File: src/pkg/pdma_pkg.sv
package pdma_pkg;
   // ==========================================
   // register map (byte addresses)
   localparam int REG_AW = 12;
   localparam logic [11:0] OFF_RX_CUR_PTR = 12'h100;
   localparam logic [11:0] OFF_RX_CUR_CNT = 12'h104;
   localparam logic [11:0] OFF_TX_CUR_PTR = 12'h108;
   localparam logic [11:0] OFF_TX_CUR_CNT = 12'h10C;
   localparam logic [11:0] OFF_RX_NXT_PTR = 12'h110;
   localparam logic [11:0] OFF_RX_NXT_CNT = 12'h114;
   localparam logic [11:0] OFF_TX_NXT_PTR = 12'h118;
   localparam logic [11:0] OFF_TX_NXT_CNT = 12'h11C;
   localparam logic [11:0] OFF_CTRL = 12'h120;
   localparam logic [11:0] OFF_STAT = 12'h124;

   // ==========================================
   // control and status bit positions
   localparam int BIT_RX_CHAN_ON = 0;
   localparam int BIT_RX_CHAN_OFF = 1;
   localparam int BIT_TX_CHAN_ON = 8;
   localparam int BIT_TX_CHAN_OFF = 9;
   localparam int BIT_STAT_RX = 0;
   localparam int BIT_STAT_TX = 8;

   // ==========================================
   // item sizes
   localparam logic [1:0] SIZE_BYTE = 2'h0;
   localparam logic [1:0] SIZE_HALF = 2'h1;
   localparam logic [1:0] SIZE_WORD = 2'h2;

   // ==========================================
   // state of the channel pair
   typedef struct packed {
      logic [1:0][31:0] addr;
      logic [1:0][15:0] len;
      logic [1:0][31:0] naddr;
      logic [1:0][15:0] nlen;
      logic [1:0] on;
      logic [1:0] bdone;
      logic [1:0] ball;
      logic busy;
      logic go;
      logic dir;
      logic [1:0] size;
      logic [31:0] rdat;
      logic [31:0] txd;
      logic txw;
      logic rxr;
   } pdma_state_t;
   localparam pdma_state_t PDMA_STATE_RST = '0;

   // ==========================================
   // memory access engine
   typedef enum logic {
      PDMA_IDLE = 1'b0,
      PDMA_REQ = 1'b1
   } pdma_eng_st_t;

   typedef struct packed {
      pdma_eng_st_t st;
      logic req;
      logic we;
      logic [31:0] addr;
      logic [31:0] wdata;
      logic [1:0] size;
      logic done;
      logic [31:0] rdata;
   } pdma_eng_t;
   localparam pdma_eng_t PDMA_ENG_RST = '0;
endpackage

File: src/pkg/pdma_eng_if.sv
`timescale 1ns/100ps
// ==========================================
// one-item request from the channel logic to the memory engine
interface pdma_eng_if;
   logic go;
   logic dir;
   logic [31:0] addr;
   logic [1:0] size;
   logic [31:0] wdata;
   logic done;
   logic [31:0] rdata;
   modport ctl (output go, output dir, output addr, output size, output wdata,
      input done, input rdata);
   modport eng (input go, input dir, input addr, input size, input wdata,
      output done, output rdata);
endinterface // pdma_eng_if

File: src/design/pdma_xfer.sv
`timescale 1ns/100ps
// ==========================================
// memory engine: one access per go pulse, done pulse on acknowledge
module pdma_xfer (
   input wire logic core_clk,
   input wire logic rst,
   pdma_eng_if.eng ctl,
   output logic mem_req,
   output logic mem_we,
   output logic [31:0] mem_addr,
   output logic [31:0] mem_wdata,
   output logic [1:0] mem_size,
   input wire logic mem_ack,
   input wire logic [31:0] mem_rdata
);
   pdma_pkg::pdma_eng_t s_r;
   pdma_pkg::pdma_eng_t s_nxt;

   // next state: receive items are memory writes, transmit items reads
   always_comb begin
      s_nxt = s_r;
      s_nxt.done = 1'b0;
      case (s_r.st)
         pdma_pkg::PDMA_IDLE: begin
            if (ctl.go) begin
               s_nxt.st = pdma_pkg::PDMA_REQ;
               s_nxt.req = 1'b1;
               s_nxt.we = ~ctl.dir;
               s_nxt.addr = ctl.addr;
               s_nxt.wdata = ctl.wdata;
               s_nxt.size = ctl.size;
            end
         end
         pdma_pkg::PDMA_REQ: begin
            if (mem_ack) begin
               s_nxt.st = pdma_pkg::PDMA_IDLE;
               s_nxt.req = 1'b0;
               s_nxt.we = 1'b0;
               s_nxt.done = 1'b1;
               s_nxt.rdata = mem_rdata;
            end
         end
         default: begin
            s_nxt = pdma_pkg::PDMA_ENG_RST;
         end
      endcase
   end

   // state register
   always_ff @(posedge core_clk or posedge rst) begin
      if (rst) begin
         s_r <= pdma_pkg::PDMA_ENG_RST;
      end else begin
         s_r <= s_nxt;
      end
   end

   // outputs straight from the state register
   assign mem_req = s_r.req;
   assign mem_we = s_r.we;
   assign mem_addr = s_r.addr;
   assign mem_wdata = s_r.wdata;
   assign mem_size = s_r.size;
   assign ctl.done = s_r.done;
   assign ctl.rdata = s_r.rdata;
endmodule // pdma_xfer

File: src/design/pdma_regs.sv
// Design decisions made here: the plain strobed port and the register offsets.
`timescale 1ns/100ps
// Function
// - half duplex shares current pointer register
// - half duplex shares current count register
// - receive count zero halts, nonzero proceeds
// - transmit count zero halts, nonzero proceeds
// - next receive pointer and count registers
// - next transmit pointer and count registers
// - half duplex shares next pointer and count
// - receive enable bit unless disable also set
// - half duplex receive enable drops transmit
// - receive disable; half duplex disables both
// - transmit enable; half duplex yields to receive
// - transmit disable; half duplex disables both
// - status bit 0 shows receive enabled
// - status bit 8 shows transmit enabled
// - pointer advances by item size
// - current count reaching zero reloads from next when next count is nonzero
// - end and all-buffers flags to peripheral
module pdma_regs #(
   parameter bit HALF_DUPLEX = 1'b0
) (
   input wire logic core_clk,
   input wire logic rst,
   input wire logic [11:0] reg_addr,
   input wire logic [31:0] reg_wdata,
   input wire logic reg_wr,
   input wire logic reg_rd,
   output logic [31:0] reg_rdata,
   input wire logic [1:0] xfer_size,
   input wire logic rx_ready,
   input wire logic [31:0] peripheral_rx_holding,
   output logic rx_hold_rd,
   input wire logic tx_ready,
   output logic [31:0] peripheral_tx_holding,
   output logic tx_hold_wr,
   output logic rx_buffer_done,
   output logic tx_buffer_done,
   output logic rx_all_buffers_full,
   output logic tx_all_buffers_empty,
   output logic mem_req,
   output logic mem_we,
   output logic [31:0] mem_addr,
   output logic [31:0] mem_wdata,
   output logic [1:0] mem_size,
   input wire logic mem_ack,
   input wire logic [31:0] mem_rdata
);
   // ==========================================
   // helpers

   // register slot of a direction; half duplex folds both onto slot 0
   function automatic logic slot(input logic dir);
      slot = HALF_DUPLEX ? 1'b0 : dir;
   endfunction

   // byte step of one item
   function automatic logic [31:0] step(input logic [1:0] sz);
      case (sz)
         pdma_pkg::SIZE_BYTE: step = 32'h0000_0001;
         pdma_pkg::SIZE_HALF: step = 32'h0000_0002;
         pdma_pkg::SIZE_WORD: step = 32'h0000_0004;
         default: step = 32'h0000_0004;
      endcase
   endfunction

   // ==========================================
   // state and engine link

   pdma_pkg::pdma_state_t s_r;
   pdma_pkg::pdma_state_t s_nxt;
   pdma_eng_if eng ();
   logic txs;
   logic rx_want;
   logic tx_want;
   logic c;
   logic [15:0] newlen;
   logic [31:0] d;

   assign txs = slot(1'b1);
   assign d = reg_wdata;

   // requests from the peripheral, gated by enable and count
   assign rx_want = rx_ready && s_r.on[0] && (s_r.len[0] != 16'h0000);
   assign tx_want = tx_ready && s_r.on[1] && (s_r.len[txs] != 16'h0000);

   // ==========================================
   // next state
   always_comb begin
      s_nxt = s_r;
      s_nxt.go = 1'b0;
      s_nxt.txw = 1'b0;
      s_nxt.rxr = 1'b0;
      s_nxt.rdat = 32'h0000_0000;
      c = slot(s_r.dir);
      newlen = s_r.len[c] - 16'h0001;

      // start one item when the engine is free; receive first
      if (!s_r.busy && !s_r.go) begin
         if (rx_want) begin
            s_nxt.go = 1'b1;
            s_nxt.busy = 1'b1;
            s_nxt.dir = 1'b0;
            s_nxt.size = xfer_size;
            s_nxt.rxr = 1'b1;
         end else if (tx_want) begin
            s_nxt.go = 1'b1;
            s_nxt.busy = 1'b1;
            s_nxt.dir = 1'b1;
            s_nxt.size = xfer_size;
         end
      end

      // item finished: step pointer, count down, reload or flag
      if (eng.done) begin
         s_nxt.busy = 1'b0;
         if (s_r.dir) begin
            s_nxt.txd = eng.rdata;
            s_nxt.txw = 1'b1;
         end
         if (s_r.len[c] != 16'h0000) begin
            s_nxt.addr[c] = s_r.addr[c] + step(s_r.size);
            s_nxt.len[c] = newlen;
            if (newlen == 16'h0000) begin
               if (s_r.nlen[c] != 16'h0000) begin
                  s_nxt.addr[c] = s_r.naddr[c];
                  s_nxt.len[c] = s_r.nlen[c];
                  s_nxt.naddr[c] = 32'h0000_0000;
                  s_nxt.nlen[c] = 16'h0000;
               end
            end
         end
      end

      // software writes; a new pointer takes effect mid buffer
      if (reg_wr) begin
         case (reg_addr)
            pdma_pkg::OFF_RX_CUR_PTR: s_nxt.addr[0] = d;
            pdma_pkg::OFF_TX_CUR_PTR: s_nxt.addr[txs] = d;
            pdma_pkg::OFF_RX_CUR_CNT: s_nxt.len[0] = d[15:0];
            pdma_pkg::OFF_TX_CUR_CNT: s_nxt.len[txs] = d[15:0];
            pdma_pkg::OFF_RX_NXT_PTR: s_nxt.naddr[0] = d;
            pdma_pkg::OFF_TX_NXT_PTR: s_nxt.naddr[txs] = d;
            pdma_pkg::OFF_RX_NXT_CNT: s_nxt.nlen[0] = d[15:0];
            pdma_pkg::OFF_TX_NXT_CNT: s_nxt.nlen[txs] = d[15:0];
            pdma_pkg::OFF_CTRL: begin
               // enables first, disables after, so a disable always wins
               if (d[pdma_pkg::BIT_RX_CHAN_ON] && !d[pdma_pkg::BIT_RX_CHAN_OFF]) begin
                  s_nxt.on[0] = 1'b1;
                  if (HALF_DUPLEX) begin
                     s_nxt.on[1] = 1'b0;
                  end
               end
               if (d[pdma_pkg::BIT_TX_CHAN_ON]
                     && !(HALF_DUPLEX && d[pdma_pkg::BIT_RX_CHAN_ON])) begin
                  s_nxt.on[1] = 1'b1;
                  if (HALF_DUPLEX) begin
                     s_nxt.on[0] = 1'b0;
                  end
               end
               if (d[pdma_pkg::BIT_RX_CHAN_OFF]) begin
                  s_nxt.on[0] = 1'b0;
                  if (HALF_DUPLEX) begin
                     s_nxt.on[1] = 1'b0;
                  end
               end
               if (d[pdma_pkg::BIT_TX_CHAN_OFF]) begin
                  s_nxt.on[1] = 1'b0;
                  if (HALF_DUPLEX) begin
                     s_nxt.on[0] = 1'b0;
                  end
               end
            end
            default: begin
            end
         endcase
      end

      // flags: cleared by a nonzero count write, set wins over clear
      if (reg_wr && (d[15:0] != 16'h0000)) begin
         if (reg_addr == pdma_pkg::OFF_RX_CUR_CNT || reg_addr == pdma_pkg::OFF_RX_NXT_CNT) begin
            s_nxt.bdone[0] = 1'b0;
            s_nxt.ball[0] = 1'b0;
         end
         if (reg_addr == pdma_pkg::OFF_TX_CUR_CNT || reg_addr == pdma_pkg::OFF_TX_NXT_CNT) begin
            s_nxt.bdone[txs] = 1'b0;
            s_nxt.ball[txs] = 1'b0;
         end
      end
      if (eng.done && s_r.len[c] == 16'h0001) begin
         s_nxt.bdone[c] = 1'b1;
         if (s_r.nlen[c] == 16'h0000) begin
            s_nxt.ball[c] = 1'b1;
         end
      end

      // register read, data in the following cycle only
      if (reg_rd) begin
         case (reg_addr)
            pdma_pkg::OFF_RX_CUR_PTR: s_nxt.rdat = s_r.addr[0];
            pdma_pkg::OFF_TX_CUR_PTR: s_nxt.rdat = s_r.addr[txs];
            pdma_pkg::OFF_RX_CUR_CNT: s_nxt.rdat = {16'h0000, s_r.len[0]};
            pdma_pkg::OFF_TX_CUR_CNT: s_nxt.rdat = {16'h0000, s_r.len[txs]};
            pdma_pkg::OFF_RX_NXT_PTR: s_nxt.rdat = s_r.naddr[0];
            pdma_pkg::OFF_TX_NXT_PTR: s_nxt.rdat = s_r.naddr[txs];
            pdma_pkg::OFF_RX_NXT_CNT: s_nxt.rdat = {16'h0000, s_r.nlen[0]};
            pdma_pkg::OFF_TX_NXT_CNT: s_nxt.rdat = {16'h0000, s_r.nlen[txs]};
            pdma_pkg::OFF_STAT: begin
               s_nxt.rdat[pdma_pkg::BIT_STAT_RX] = s_r.on[0];
               s_nxt.rdat[pdma_pkg::BIT_STAT_TX] = s_r.on[1];
            end
            default: s_nxt.rdat = 32'h0000_0000;
         endcase
      end
   end

   // ==========================================
   // state register
   always_ff @(posedge core_clk or posedge rst) begin
      if (rst) begin
         s_r <= pdma_pkg::PDMA_STATE_RST;
      end else begin
         s_r <= s_nxt;
      end
   end

   // ==========================================
   // engine request and outputs
   assign eng.go = s_r.go;
   assign eng.dir = s_r.dir;
   assign eng.addr = s_r.addr[slot(s_r.dir)];
   assign eng.size = s_r.size;
   assign eng.wdata = peripheral_rx_holding;

   pdma_xfer u_xfer (
      .core_clk(core_clk),
      .rst(rst),
      .ctl(eng.eng),
      .mem_req(mem_req),
      .mem_we(mem_we),
      .mem_addr(mem_addr),
      .mem_wdata(mem_wdata),
      .mem_size(mem_size),
      .mem_ack(mem_ack),
      .mem_rdata(mem_rdata)
   );

   // register-driven outputs
   assign reg_rdata = s_r.rdat;
   assign rx_hold_rd = s_r.rxr;
   assign peripheral_tx_holding = s_r.txd;
   assign tx_hold_wr = s_r.txw;
   assign rx_buffer_done = s_r.bdone[0];
   assign tx_buffer_done = s_r.bdone[txs];
   assign rx_all_buffers_full = s_r.ball[0];
   assign tx_all_buffers_empty = s_r.ball[txs];

   // ==========================================
   // checks
   AST_RX_ON: assert property (@(posedge core_clk) disable iff (rst)
      reg_wr && reg_addr == pdma_pkg::OFF_CTRL && d[0] && !d[1] && !d[9] |=> s_r.on[0])
      else $error("receive enable write ignored");
   AST_RX_OFF: assert property (@(posedge core_clk) disable iff (rst)
      reg_wr && reg_addr == pdma_pkg::OFF_CTRL && d[1]
      |=> !s_r.on[0] && (!HALF_DUPLEX || !s_r.on[1]))
      else $error("receive disable write ignored");
   AST_TX_ON: assert property (@(posedge core_clk) disable iff (rst)
      reg_wr && reg_addr == pdma_pkg::OFF_CTRL && d[8] && !d[9] && !d[1]
      && !(HALF_DUPLEX && d[0]) |=> s_r.on[1])
      else $error("transmit enable write ignored");
   AST_TX_OFF: assert property (@(posedge core_clk) disable iff (rst)
      reg_wr && reg_addr == pdma_pkg::OFF_CTRL && d[9]
      |=> !s_r.on[1] && (!HALF_DUPLEX || !s_r.on[0]))
      else $error("transmit disable write ignored");
   AST_HALF_EXCL: assert property (@(posedge core_clk) disable iff (rst)
      HALF_DUPLEX |-> !(s_r.on[0] && s_r.on[1]))
      else $error("both directions enabled in half duplex");
   AST_STATUS: assert property (@(posedge core_clk) disable iff (rst)
      reg_rd && reg_addr == pdma_pkg::OFF_STAT
      |=> reg_rdata[0] == $past(s_r.on[0]) && reg_rdata[8] == $past(s_r.on[1]))
      else $error("status read wrong");
   AST_ZERO_HALT: assert property (@(posedge core_clk) disable iff (rst)
      s_r.go && !s_r.dir |-> $past(s_r.len[0]) != 16'h0000 && $past(s_r.on[0]))
      else $error("receive started with zero count");
   AST_DEC: assert property (@(posedge core_clk) disable iff (rst)
      eng.done && !s_r.dir && !reg_wr && s_r.len[0] > 16'h0001
      |=> s_r.len[0] == $past(s_r.len[0]) - 16'h0001
      && s_r.addr[0] == $past(s_r.addr[0]) + step($past(s_r.size)))
      else $error("count or pointer not stepped");
   AST_RELOAD: assert property (@(posedge core_clk) disable iff (rst)
      eng.done && !s_r.dir && !reg_wr && s_r.len[0] == 16'h0001 && s_r.nlen[0] != 16'h0000
      |=> s_r.len[0] == $past(s_r.nlen[0]) && s_r.addr[0] == $past(s_r.naddr[0])
      && s_r.nlen[0] == 16'h0000 && rx_buffer_done)
      else $error("next buffer not loaded");
   AST_FULL: assert property (@(posedge core_clk) disable iff (rst)
      eng.done && !s_r.dir && s_r.len[0] == 16'h0001 && s_r.nlen[0] == 16'h0000
      |=> rx_all_buffers_full && rx_buffer_done)
      else $error("all-buffers flag not raised");
endmodule // pdma_regs

File: config.mk
export PLATFORM = sky130hd
export DESIGN_NAME = pdma_regs
export DESIGN_NICKNAME = d
export VERILOG_FILES = /design/src/pkg/pdma_pkg.sv /design/src/pkg/pdma_eng_if.sv /design/src/design/pdma_xfer.sv /design/src/design/pdma_regs.sv
export SDC_FILE = /design/constraint.sdc
export NUM_CORES = 1
export LEC_CHECK = 0
export BUFFER_PORTS_ARGS = -buffer_cell sky130_fd_sc_hd__buf_2
export CELL_PAD_IN_SITES_DETAIL_PLACEMENT = 1
export CELL_PAD_IN_SITES_GLOBAL_PLACEMENT = 2
export CORE_MARGIN = 3
export CORE_UTILIZATION = 25
export DETAILED_ROUTE_END_ITERATION = 10
export GPL_ROUTABILITY_DRIVEN = 0
export HOLD_SLACK_MARGIN = 0.08
export PLACE_DENSITY_LB_ADDON = 0.1
export SLEW_MARGIN = 20
export SYNTH_ARGS = -nofsm -noshare
export SYNTH_HDL_FRONTEND = slang
export SYNTH_SLANG_ARGS = --single-unit
File: constraint.sdc
create_clock -name core_clk -period 25.3 [get_ports core_clk]
set_clock_uncertainty 0.1 [all_clocks]
set_input_delay 6.325 -clock core_clk [delete_from_list [all_inputs] [get_ports core_clk]]
set_output_delay 6.325 -clock core_clk [all_outputs]
set_load 0.005 [all_outputs]
==> After elaboration in Yosys (flattened, before gate mapping) <==
Index checks and enable logic that the tools add are counted.
{ "word_totals": {"reg_bits": 371, "output_inout_bits": 138, "input_bits": 117, "elab_cells": 152} }
{ "classes": {"order_cmp": 2, "n_bitwise": 8, "n_eq_ne": 14, "n_reduce_logical": 35, "muxes": 63, "add_sub_neg": 2} }
{ "op_table": {"columns": ["operator", "count"], "rows": [
  ["two-way mux 192 bit", 4],
  ["two-way mux 32 bit", 12],
  ["two-way mux 194 bit", 1],
  ["case mux 23 bit (8 select lines)", 1],
  ["two-way mux 16 bit", 9],
  ["bitwise mux 64 bit", 2],
  ["equality test 12 x 9 -> 1 bit (second input constant)", 10],
  ["nonzero test 16 bit", 5],
  ["two-way mux 69 bit", 1],
  ["two-way mux 33 bit", 2],
  ["AND 64 bit", 1],
  ["bitwise mux 32 bit", 2],
  ["inverter 64 bit", 1],
  ["case mux 7 bit (8 select lines)", 1],
  ["adder 32 bit", 1],
  ["AND 32 bit", 1],
  ["demux 32 bit (select 1 bit)", 1],
  ["zero test 16 bit", 2],
  ["inverter 32 bit", 1],
  ["case mux 1 bit (9 select lines)", 2],
  ["demux 16 bit (select 1 bit)", 1],
  ["equality test 16 x 1 -> 1 bit (second input constant)", 1],
  ["subtractor 16 x 1 -> 16 bit (second input constant)", 1],
  ["two-way mux 5 bit", 3],
  ["20 further kinds", 58]
]} }

==> Longest topological paths before layout <==
Gate-level depths: netlist (run 1).
{ "depth": {"word_depth": 14, "ltp_mapped": 20, "ltp_nobuf": 11} }

==> Hierarchy <==
A second synthesis (run 1) with hierarchy kept.
{ "hier_totals": {"cells_unflattened": 1870, "hier_area_um2": 19622.6} }
{ "modules_own_cells": {"columns": ["mod", "seq_area_each_um2", "area_per_inst_um2", "cells_each", "instances"], "rows": [
  ["pdma_regs", 6731.5, 14976.9, 1550, 1],
  ["pdma_xfer", 2552.4, 4645.7, 320, 1]
]} }

==> Least setup slack after synthesis (run 1) <==
OpenSTA, ideal clock, no wires.
{ "synth_path": {"kind": "input -> register", "start": "input port reg_addr[1]", "end": "register s_r[228] (netlist bit)", "slack_ps": 16633, "setup_ps": 64, "required_time_ps": 25136, "t_arrival_ps": 8502, "cell_stages": 9, "path_cell_list": "nor2_1 nand3_1 nor4_1 clkbuf_1 nand2_1 o211ai_1 o31ai_1 a21oi_1 o21a_1"} }
{ "synth_lines": {"columns": ["item", "line_no", "text"], "rows": [
  ["start, declared", "pdma_regs.sv:26", "input wire logic [11:0] reg_addr,"],
  ["end signal, assigned", "pdma_regs.sv:222", "s_r <= pdma_pkg::PDMA_STATE_RST;"],
  ["end signal, assigned", "pdma_regs.sv:224", "s_r <= s_nxt;"],
  ["end, declared", "pdma_regs.sv:71", "pdma_pkg::pdma_state_t s_r;"]
]} }

==> reports/results.ini, run 1 <==
[run_status]
status = completed

[layout]
multi_input_area_um2 = 8820
areaGrowthSynthToFinish_pct = 15.9
layout-drive-gt1-share = 0.239
nets = 2225
fin_area_um2 = 22800
nFillCells = 8892
ff_latch_area_um2 = 9290
utilization = 0.293

[synthesis]
mappedNetlistArea_um2 = 19600
ys_seq_area_frac = 0.473
synth_cell_type_count = 74
ys_async_sr_fraction = 1.00
synth_area_leaders = dfrtp_1 47%, buf_4 5.1%, a22o_1 4.9%
synth_fp_nets = 2149
synth.avg_cell_area_um2 = 9.69
synth_commonest_cells = 371 x dfrtp_1, 253 x nand2_1, 133 x buf_4
synth.most_common_cell = dfrtp_1
syn_inst = 2026
ys.flop_type = dfrtp_1
ys_ff_latch = 371
yosysWarnings = 0
yosysTopAreaCell = dfrtp_1
synth_edf_count = 0
synth_top_area_frac = 0.473

[timing]
rsz0062_at_grt = false
setup-violations-final = 0
fmax_ghz = 0.113
setup_slack_ns = 16.42
finalHoldViolCount = 0
worst_pin_slew_ns = 1.13
max_slew_margin = 0.242
period_share = 0.351
setup-tns-final_ns = 0
fin_crit_ns = 8.88
drv_slew = 0

[grt]
grt_antenna_before_repair = 6
grt.total_usage = 0.217
overflow = 0
grt_max_degree = 99
grt_pass1_vias = 17823
grt_pass1_wl_um = 132000

[place]
hpwl_um = 60300
dpl-instance-area_um2 = 21200
dp_slack_ns = 15.63
portBuffers = 254

[die]
core_um2 = 77600
io_pins = 255
num_rows = 102
die_h_um = 286
die_area_um2 = 81900
die_x_um = 286
start_util = 0.253

[worst_setup_path]
end_kind = flip-flop
critPathRequiredTime_ns = 25.68
crit_path_max_fanout = 23
start_kind = input pin
critical_path_arrival_ns = 9.26
path_class = in2reg

[drt]
vias_per_cell = 5.38
drtPass1Iterations = 5
num_vias = 17099
wl_um = 90400
wl_per_cell_um = 28.4
drtAntennaViolNets = 0
drt_iter0_markers = 1398
remaining_drc_errors = 0

[cts]
clk_path_buf_depth = 3
cts_post_setup_buffers_inserted = 0
hold_buffers = 0
clk_pin_slew_worst_paths_ns = 0.06
cts_resized = 0
root_buffer = clkbuf_16
numCtsBuffers = 48
cts_tree = built
cts-htree-levels = 2
clock-sinks = 371
clk_latency_ns = 0.60

[min_path]
hold_class = reg2reg

[flow_run]
maxCapViolations = 0

[power_and_ir_drop]
p_leak_nw = 9.79
pwr_density_cell_nw_per_um2 = 74.4
vdd_ir_drop_max_v = 0.0000424

## critical path: stages
cell	delay [ns]
buf_2	0.09
nor2b_1	0.14
nand3_1	0.26
or3_1	0.55
or3_1	0.46
buf_4	0.25
nand2_1	0.60
or3_1	0.21
a21oi_1	0.07
a211o_1	0.28
## metrics by stage
| stage | power (mW) | std cells | hold WS, ns |
|---|---|---|---|
| 6_report | 1.69 | 3179 | 0.359 |
| 5_1_grt | 1.77 | 3178 | 0.384 |
| 4_1_cts | 1.72 | 3178 | 0.364 |
| 3_5_place_dp | 1.00 | 3092 | 0.349 |
| 3_3_place_gp | 0.994 | 3092 | 0.339 |
| 2_1_floorplan | 0.889 | 2026 | 0.335 |
## logic make-up (layout without fill, tap and decap cells)
family          count (synthesis)  in the layout  synth area share
fa+ha+maj                       6              6           0.00421
simple gates                  588            588             0.142
xor+xnor                       31             31            0.0138
other cells                     0              1                 0
buf+inv                       297            409            0.0840
flops                         371            371             0.473
mux                           133            133            0.0731
compound gates                600            600             0.210
## routing by layer
metal / vias up / global-route usage / share of wire
li1: 7453 / - / -
met1: 8960 / 0.304 / 0.46
met2: 566 / 0.355 / 0.47
met3: 118 / 0.0313 / 0.051
met4: 2 / 0.0447 / 0.019
met5: - / 0 / 0.00010
## power by group
part / internal (mW) / total (mW) / leakage [nW] / switching [mW]
Combinational: 0.107 / 0.266 / 4.19 / 0.159
Clock: 0.420 / 0.701 / 0.789 / 0.281
Sequential: 0.655 / 0.725 / 4.81 / 0.0709
## registers in the layout, indices dropped and copies added (netlist names), 2 cells and up
| signal | count |
|---|---|
| u_xfer.ctl.rdata | 32 |
| u_xfer.mem_size | 2 |
| peripheral_tx_holding | 32 |
| s_r | 197 |
| reg_rdata | 32 |
| u_xfer.mem_wdata | 32 |
| eng.size | 2 |
| u_xfer.mem_addr | 32 |
## final cells by class
type	count	area share
diodes	1	0.000110
repair buffers	309	0.0740
well taps	1040	0.0572
clock buffers	70	0.0627
flip-flops and latches	371	0.408
inverters	14	0.00264
multi-input cells	1358	0.388
clock inverters	16	0.00753
## final timing paths
kind,slack [ns],depth (start not counted),end,from
min in group asynchronous,5.70,2,u_xfer.s_r[101],rst
min reg2reg,0.36,2,peripheral_tx_holding[7],u_xfer.ctl.rdata[7]
max in group asynchronous,16.52,5,u_xfer.mem_addr[2],rst
min,0.36,2,peripheral_tx_holding[7],u_xfer.ctl.rdata[7]
max reg2reg,19.19,12,s_r[266],c
max,16.42,10,s_r[257],reg_addr[9]
## cells in the final DEF, fill, tap and decap left out, types with 7 or more instances in the layout
cell type,netlist,final
a211oi_1,31,31
a21boi_0,7,7
a21o_1,26,26
a21oi_1,89,88
a221oi_1,18,18
a22o_1,110,110
a22oi_1,73,73
a31oi_1,44,44
and2_1,12,11
and3_1,12,12
buf_2,21,254
buf_4,133,55
clkbuf_1,106,10
clkbuf_16,0,50
clkbuf_8,0,10
clkinv_2,0,10
dfrtp_1,371,370
inv_1,13,12
mux2_2,82,82
mux2i_1,51,51
nand2_1,253,253
nand3_1,53,53
nand3b_1,9,9
nand4_1,10,10
nor2_1,93,85
nor2_2,0,8
nor2b_1,7,7
nor3_1,51,44
nor4_1,21,19
o211ai_1,7,7
o21a_1,9,9
o21ai_0,115,115
o21ai_1,14,14
o22ai_1,11,11
o31ai_1,7,7
or3_1,23,23
xnor2_1,19,19
xor2_1,12,12
Power figures use the tool's default switching activity.
==> run 2: changes to the inputs <==
==> constraint.sdc (replaced) <==
create_clock -name core_clk -period 7.8 [get_ports core_clk]
set_clock_uncertainty 0.1 [all_clocks]
set_input_delay 1.95 -clock core_clk [delete_from_list [all_inputs] [get_ports core_clk]]
set_output_delay 1.95 -clock core_clk [all_outputs]
set_load 0.005 [all_outputs]
==> run 2 against run 1 <==
Effect of this change: via count is 1.2% lower; critical endpoint is now s_r[151]; non-clock buffer count is 3 higher; register-to-register slack got worse by 17 ns; worst setup slack worse by 14 ns; wire length rose by 0.55%; clock-buffer cell count is 2 lower; largest cell class unchanged; final area is 0.12% lower.
==> reports/results.ini, run 2 (synthesized netlist as in run 1, its figures left out) <==
[run_status]
status = completed

[place]
portBuffers = 254
hpwl_um = 61600
dpl-instance-area_um2 = 21200
place_inst = 3094

[layout]
layout-drive-gt1-share = 0.237
final_cell_mix = 370 x dfrtp_1, 254 x buf_2, 253 x nand2_1
fin_cells = 3181
fin_area_um2 = 22700
areaGrowthSynthToFinish_pct = 15.8
regMostFlops = s_r
largest_reg_flops = 197
nets = 2228
nFillCells = 8826
final_common_cell = dfrtp_1

[worst_setup_path]
crit_path_max_fanout = 49
start_kind = flip-flop
critical_path_arrival_ns = 5.93
critPathRequiredTime_ns = 8.18
rrSetupSlack_ns = 2.25
path_class = reg2reg
end_kind = flip-flop

[power_and_ir_drop]
switching_share = 0.307
p_leak_nw = 9.76
p_seq_frac = 0.431
power.clock.fraction = 0.410
internal_power_mw = 3.78
total_power_mw = 5.45
pwr-share-comb = 0.158
vdd_ir_drop_max_v = 0.000148
switchingPower_mw = 1.68
pwr_density_cell_nw_per_um2 = 240

[cts]
clk_pin_slew_worst_paths_ns = 0.06
clock-sinks = 371
cts-htree-levels = 2
cts_resized = 0
numCtsBuffers = 48
cts_post_setup_buffers_inserted = 0
hold_buffers = 0
clk_latency_ns = 0.61
clk_path_buf_depth = 3
root_buffer = clkbuf_16
cts_tree = built

[timing]
rsz0062_at_grt = false
setup-tns-final_ns = 0
period_share = 0.712
drv_slew = 0
fin_crit_ns = 5.55
max_slew_margin = 0.239
hold_slack_ns = 0.356
worst_pin_slew_ns = 1.14
setup-violations-final = 0
finalHoldViolCount = 0
fmax_ghz = 0.180

[drt]
drt_iter0_markers = 1206
drtAntennaViolNets = 0
drtPass1Iterations = 5
wl_um = 90900
wl_per_cell_um = 28.6
remaining_drc_errors = 0
num_vias = 16899
vias_per_cell = 5.31

[die]
die_x_um = 286
io_pins = 255
num_rows = 102
start_util = 0.253
die_area_um2 = 81900
core_um2 = 77600
die_h_um = 286

[grt]
grt_pass1_wl_um = 132000
grt_antenna_before_repair = 5
grt_max_degree = 74
overflow = 0
grt_pass1_vias = 17866
grt.total_usage = 0.217

[flow_run]
maxCapViolations = 0

[min_path]
hold_class = reg2reg

[run 2: changes by cell type in the layout (fill, tap and decap cells not counted), moves of 2 or more]
cell	before	now
clkbuf_8	10	5
clkinv_4	0	2
clkbuf_1	10	14
clkinv_2	10	7
buf_4	55	57
[run 2: per-stage QoR]
stage | utilization | worst slack (ns)
floorplan | - | 0.770
finish | 0.293 | 2.25
CTS | 0.293 | 2.24
detailed placement | 0.273 | 2.28
global placement | 0.273 | 2.38
global route | 0.293 | 2.06
[run 2: path summary, 6_finish.rpt]
check / startpoint / to / cells after the start
setup / recovery: c / s_r[151] / 11
hold / removal: u_xfer.ctl.rdata[14] / peripheral_tx_holding[14] / 2
setup reg to reg: c / s_r[151] / 11
hold reg to reg: u_xfer.ctl.rdata[14] / peripheral_tx_holding[14] / 2
max in group asynchronous: rst / u_xfer.mem_wdata[19] / 4
min in group asynchronous: rst / s_r[79] / 3
[run 2: layout make-up]
type | instances | area (um^2) | share of cell area
clock buffer | 68 | 1350 | 0.0593
multi-input combinational | 1358 | 8810 | 0.388
inverter | 14 | 56.3 | 0.00248
antenna | 1 | 2.50 | 0.000110
timing repair buffer | 312 | 1700 | 0.0750
tap | 1040 | 1300 | 0.0573
sequential | 371 | 9290 | 0.409
clock inverter | 17 | 213 | 0.00936
[run 2: critical path, stage by stage, from the launching register on]
cell and delay (ns):
dfrtp_4 0.86, buf_4 0.39, or4b_1 0.54, a222oi_1 0.48, buf_4 0.26, a31oi_1 0.10
nor3_1 0.42, o22a_2 0.56, nand2_1 0.45, o32a_1 0.57, buf_4 0.38, a22o_1 0.23
[run 2: power groups by stage]
stage	clock network, mW	logic, mW	registers, mW
global placement	0	0.850	2.38
finish	2.24	0.863	2.35
CTS	2.32	0.870	2.35
detailed placement	0	0.865	2.39
global route	2.40	0.961	2.38
floorplan	0	0.613	2.27
[run 2: per-layer routing]
layer | track usage | part of all wire | wire [um] | up-vias
met4 | 0.0507 | 0.020 | 1790 | 2
met3 | 0.0432 | 0.058 | 5270 | 113
met5 | 0 | 0.000077 | 7 | -
li1 | - | - | - | 7457
met1 | 0.296 | 0.45 | 41300 | 8802
met2 | 0.355 | 0.47 | 42500 | 525
==> run 3: changes to the inputs <==
--- a/config.mk
+++ b/config.mk
@@ -5,6 +5,7 @@
 export SDC_FILE = /design/constraint.sdc
 export NUM_CORES = 1
 export LEC_CHECK = 0
+export ABC_AREA = 1
 export BUFFER_PORTS_ARGS = -buffer_cell sky130_fd_sc_hd__buf_2
 export CELL_PAD_IN_SITES_DETAIL_PLACEMENT = 1
 export CELL_PAD_IN_SITES_GLOBAL_PLACEMENT = 2
==> constraint.sdc (replaced) <==
create_clock -name core_clk -period 5 [get_ports core_clk]
set_clock_uncertainty 0.1 [all_clocks]
set_input_delay 1.25 -clock core_clk [delete_from_list [all_inputs] [get_ports core_clk]]
set_output_delay 1.25 -clock core_clk [all_outputs]
set_load 0.005 [all_outputs]
==> run 3 against run 2 <==
Effect of this change: core utilization down 0.23 points; critical path depth up 8; clock-buffer cell count down 2; cell count up 38%; critical endpoint is now s_r[267].
==> reports/results.ini, run 3 <==
[run_status]
status = completed

[synthesis]
ys_seq_area_frac = 0.413
synth_area_leaders = dfrtp_1 41%, nand2_1 13%, a21oi_1 6.7%
synth_fp_nets = 3271
yosysTopAreaCell = dfrtp_1
synth_top_area_frac = 0.413
yosysWarnings = 0
synth.avg_cell_area_um2 = 7.13
syn_inst = 3148
synthAdderAreaFrac = 0.00368
synth_top_family_by_area = simple AND/OR/NAND/NOR gates
synth_compound_area_frac = 0.169
synth.most_common_cell = nand2_1
synth_commonest_cells = 801 x nand2_1, 371 x dfrtp_1, 302 x a21oi_1
synth_mux_area_frac = 0.000891
synth_cell_type_count = 41
synth_edf_count = 0
ys_async_sr_fraction = 1.00
mappedNetlistArea_um2 = 22500
ys.flop_type = dfrtp_1
synth_xor_area_frac = 0.00702
synth-simple-area-share = 0.273
ys_ff_latch = 371

[worst_setup_path]
start_kind = flip-flop
end_kind = flip-flop
critPathLaunch = c
crit_path_max_incr_delay_ns = 0.73
worst-path-buf-inv = 3
crit_path_max_fanout = 47
worstSetupEndpoint = s_r[267]
cp_top_family = simple AND/OR/NAND/NOR gates
critical_path_arrival_ns = 4.72
path_class = reg2reg
cp_slowest_cell = dfrtp_4
critPathRequiredTime_ns = 5.41
crit_top_cell = nand2_1
r2r.worst_path.cells = 19
r2r_end = s_r[267]
crit_cells = 19
rrSetupSlack_ns = 0.69
timing.rr.start = c
worstPathCellList = inv_4 -> buf_4 -> nand2_1 -> o21ai_0 -> ha_1 -> fa_1 -> nand2_1 -> nand2_1 -> nand2_1 -> nor2_2 -> inv_1 -> nor2_1 -> nand2_1 -> nand2_1 -> nand2_1 -> a21oi_1 -> nand2_1 -> nand3_1 -> a21oi_1

[place]
hpwl_um = 76300
portBuffers = 254
dpl-instance-area_um2 = 24100

[grt]
grt.total_usage = 0.235
grt_antenna_before_repair = 1
grt_pass1_vias = 23654
overflow = 0
grt_pass1_wl_um = 165000
grt_max_degree = 112

[drt]
drtPass1Iterations = 5
vias_per_cell = 5.07
drt_iter0_markers = 1398
wl_um = 112000
remaining_drc_errors = 0
num_vias = 22325
wl_per_cell_um = 25.4
drtAntennaViolNets = 0

[cts]
numCtsBuffers = 51
cts-htree-levels = 2
hold_buffers = 0
clock-sinks = 371
clk_pin_slew_worst_paths_ns = 0.06
clk_path_buf_depth = 3
cts_tree = built
root_buffer = clkbuf_16
clk_latency_ns = 0.63
cts_post_setup_buffers_inserted = 0
cts_resized = 0

[layout]
nFillCells = 10908
fin_area_um2 = 25800
final_common_cell = nand2_1
regMostFlops = s_r
largest_reg_flops = 197
layout-drive-gt1-share = 0.138
nets = 3320
final_cell_mix = 797 x nand2_1, 370 x dfrtp_1, 302 x a21oi_1
areaGrowthSynthToFinish_pct = 14.9

[die]
start_util = 0.253
die_x_um = 306
die_area_um2 = 93500
io_pins = 255
num_rows = 109
die_h_um = 306
core_um2 = 88800

[timing]
fin_crit_ns = 4.31
period_share = 0.862
rsz0062_at_grt = false
worst_pin_slew_ns = 0.947
max_slew_margin = 0.369
hold_slack_ns = 0.365
setup-violations-final = 0
fmax_ghz = 0.232
setup-tns-final_ns = 0
drv_slew = 0
finalHoldViolCount = 0

[power_and_ir_drop]
total_power_mw = 15.3
p_leak_nw = 12.1
pwr_density_cell_nw_per_um2 = 594
vdd_ir_drop_max_v = 0.00105

[flow_run]
maxCapViolations = 0

[min_path]
hold_class = reg2reg

[run 3: cell count changes after synthesis, sizes merged, moves of 64 or more]
cell and change:
a22o -110, o22ai +107, o21ai +64, nand4 +105, mux2 -82, inv +277
nand3 +127, nand2 +548, nor2 +201, a22oi -73, a21oi +211
[run 3: worst min-delay path by stage]
stage / to / cells after the start / from / slack [ns]
2_1_floorplan: peripheral_tx_holding[31] / 2 / u_xfer.ctl.rdata[31] / 0.34
3_3_place_gp: u_xfer.mem_wdata[10] / 2 / u_xfer.mem_wdata[10] / 0.35
3_5_place_dp: u_xfer.mem_wdata[10] / 2 / u_xfer.mem_wdata[10] / 0.35
4_1_cts: u_xfer.mem_wdata[9] / 2 / u_xfer.mem_wdata[9] / 0.37
5_1_grt: u_xfer.mem_wdata[23] / 2 / u_xfer.mem_wdata[23] / 0.39
6_report: u_xfer.mem_wdata[10] / 2 / u_xfer.mem_wdata[10] / 0.36
[run 3: kinds of logic (layout without fill, tap and decap cells)]
group,after synthesis,in the layout
and+or+nand+nor,1442,1442
other,0,2
AOI/OAI and AO/OA,683,683
buffers and inverters,626,714
muxes,2,2
adders and majority gates,6,6
xor gates and xnor gates,18,18
DFF,371,371
[run 3: final cells by class]
type / count / area [um^2] / share of cell area
multi-input cells: 2151 / 10200 / 0.397
flip-flops and latches: 371 / 9290 / 0.360
repair buffers: 328 / 2050 / 0.0795
well taps: 1165 / 1460 / 0.0565
clock buffers: 66 / 1390 / 0.0540
inverters: 294 / 1110 / 0.0430
clock inverters: 26 / 267 / 0.0103
diodes: 2 / 5.00 / 0.000194
[run 3: worst reg2reg max path: cells and delay by family, from the launching register on]
family | cells | cell delay [ns]
compound gates | 3 | 0.41
fa+ha+maj | 2 | 0.54
buf+inv | 3 | 0.80
flops | 1 | 0.73
simple gates | 11 | 1.61
[run 3: stage by stage]
| step | utilization | setup WS [ns] | cells |
|---|---|---|---|
| final | 0.291 | 0.692 | 4403 |
| after global routing | 0.291 | 0.290 | 4401 |
| after CTS | 0.291 | 0.567 | 4401 |
| after detailed placement | 0.272 | 0.615 | 4309 |
| after global placement | 0.272 | 0.528 | 4309 |
| after floorplan | - | -1.33 | 3148 |
[run 3: power breakdown]
| group | switching [mW] | total [mW] | leakage (nW) | internal (mW) |
|---|---|---|---|---|
| registers | 0.677 | 4.52 | 4.92 | 3.85 |
| clock network | 1.58 | 3.66 | 0.811 | 2.09 |
| logic | 5.22 | 7.14 | 6.37 | 1.92 |
| total | 7.48 | 15.3 | 12.1 | 7.86 |
[run 3: layer usage]
| layer | part of all wire | GRT usage | wire, um | vias up |
|---|---|---|---|---|
| met5 | 0.00012 | 0 | 13 | - |
| met4 | 0.034 | 0.0778 | 3840 | 2 |
| met3 | 0.037 | 0.0286 | 4160 | 151 |
| met2 | 0.51 | 0.421 | 56800 | 452 |
| met1 | 0.42 | 0.291 | 47100 | 11345 |
| li1 | - | - | - | 10375 |
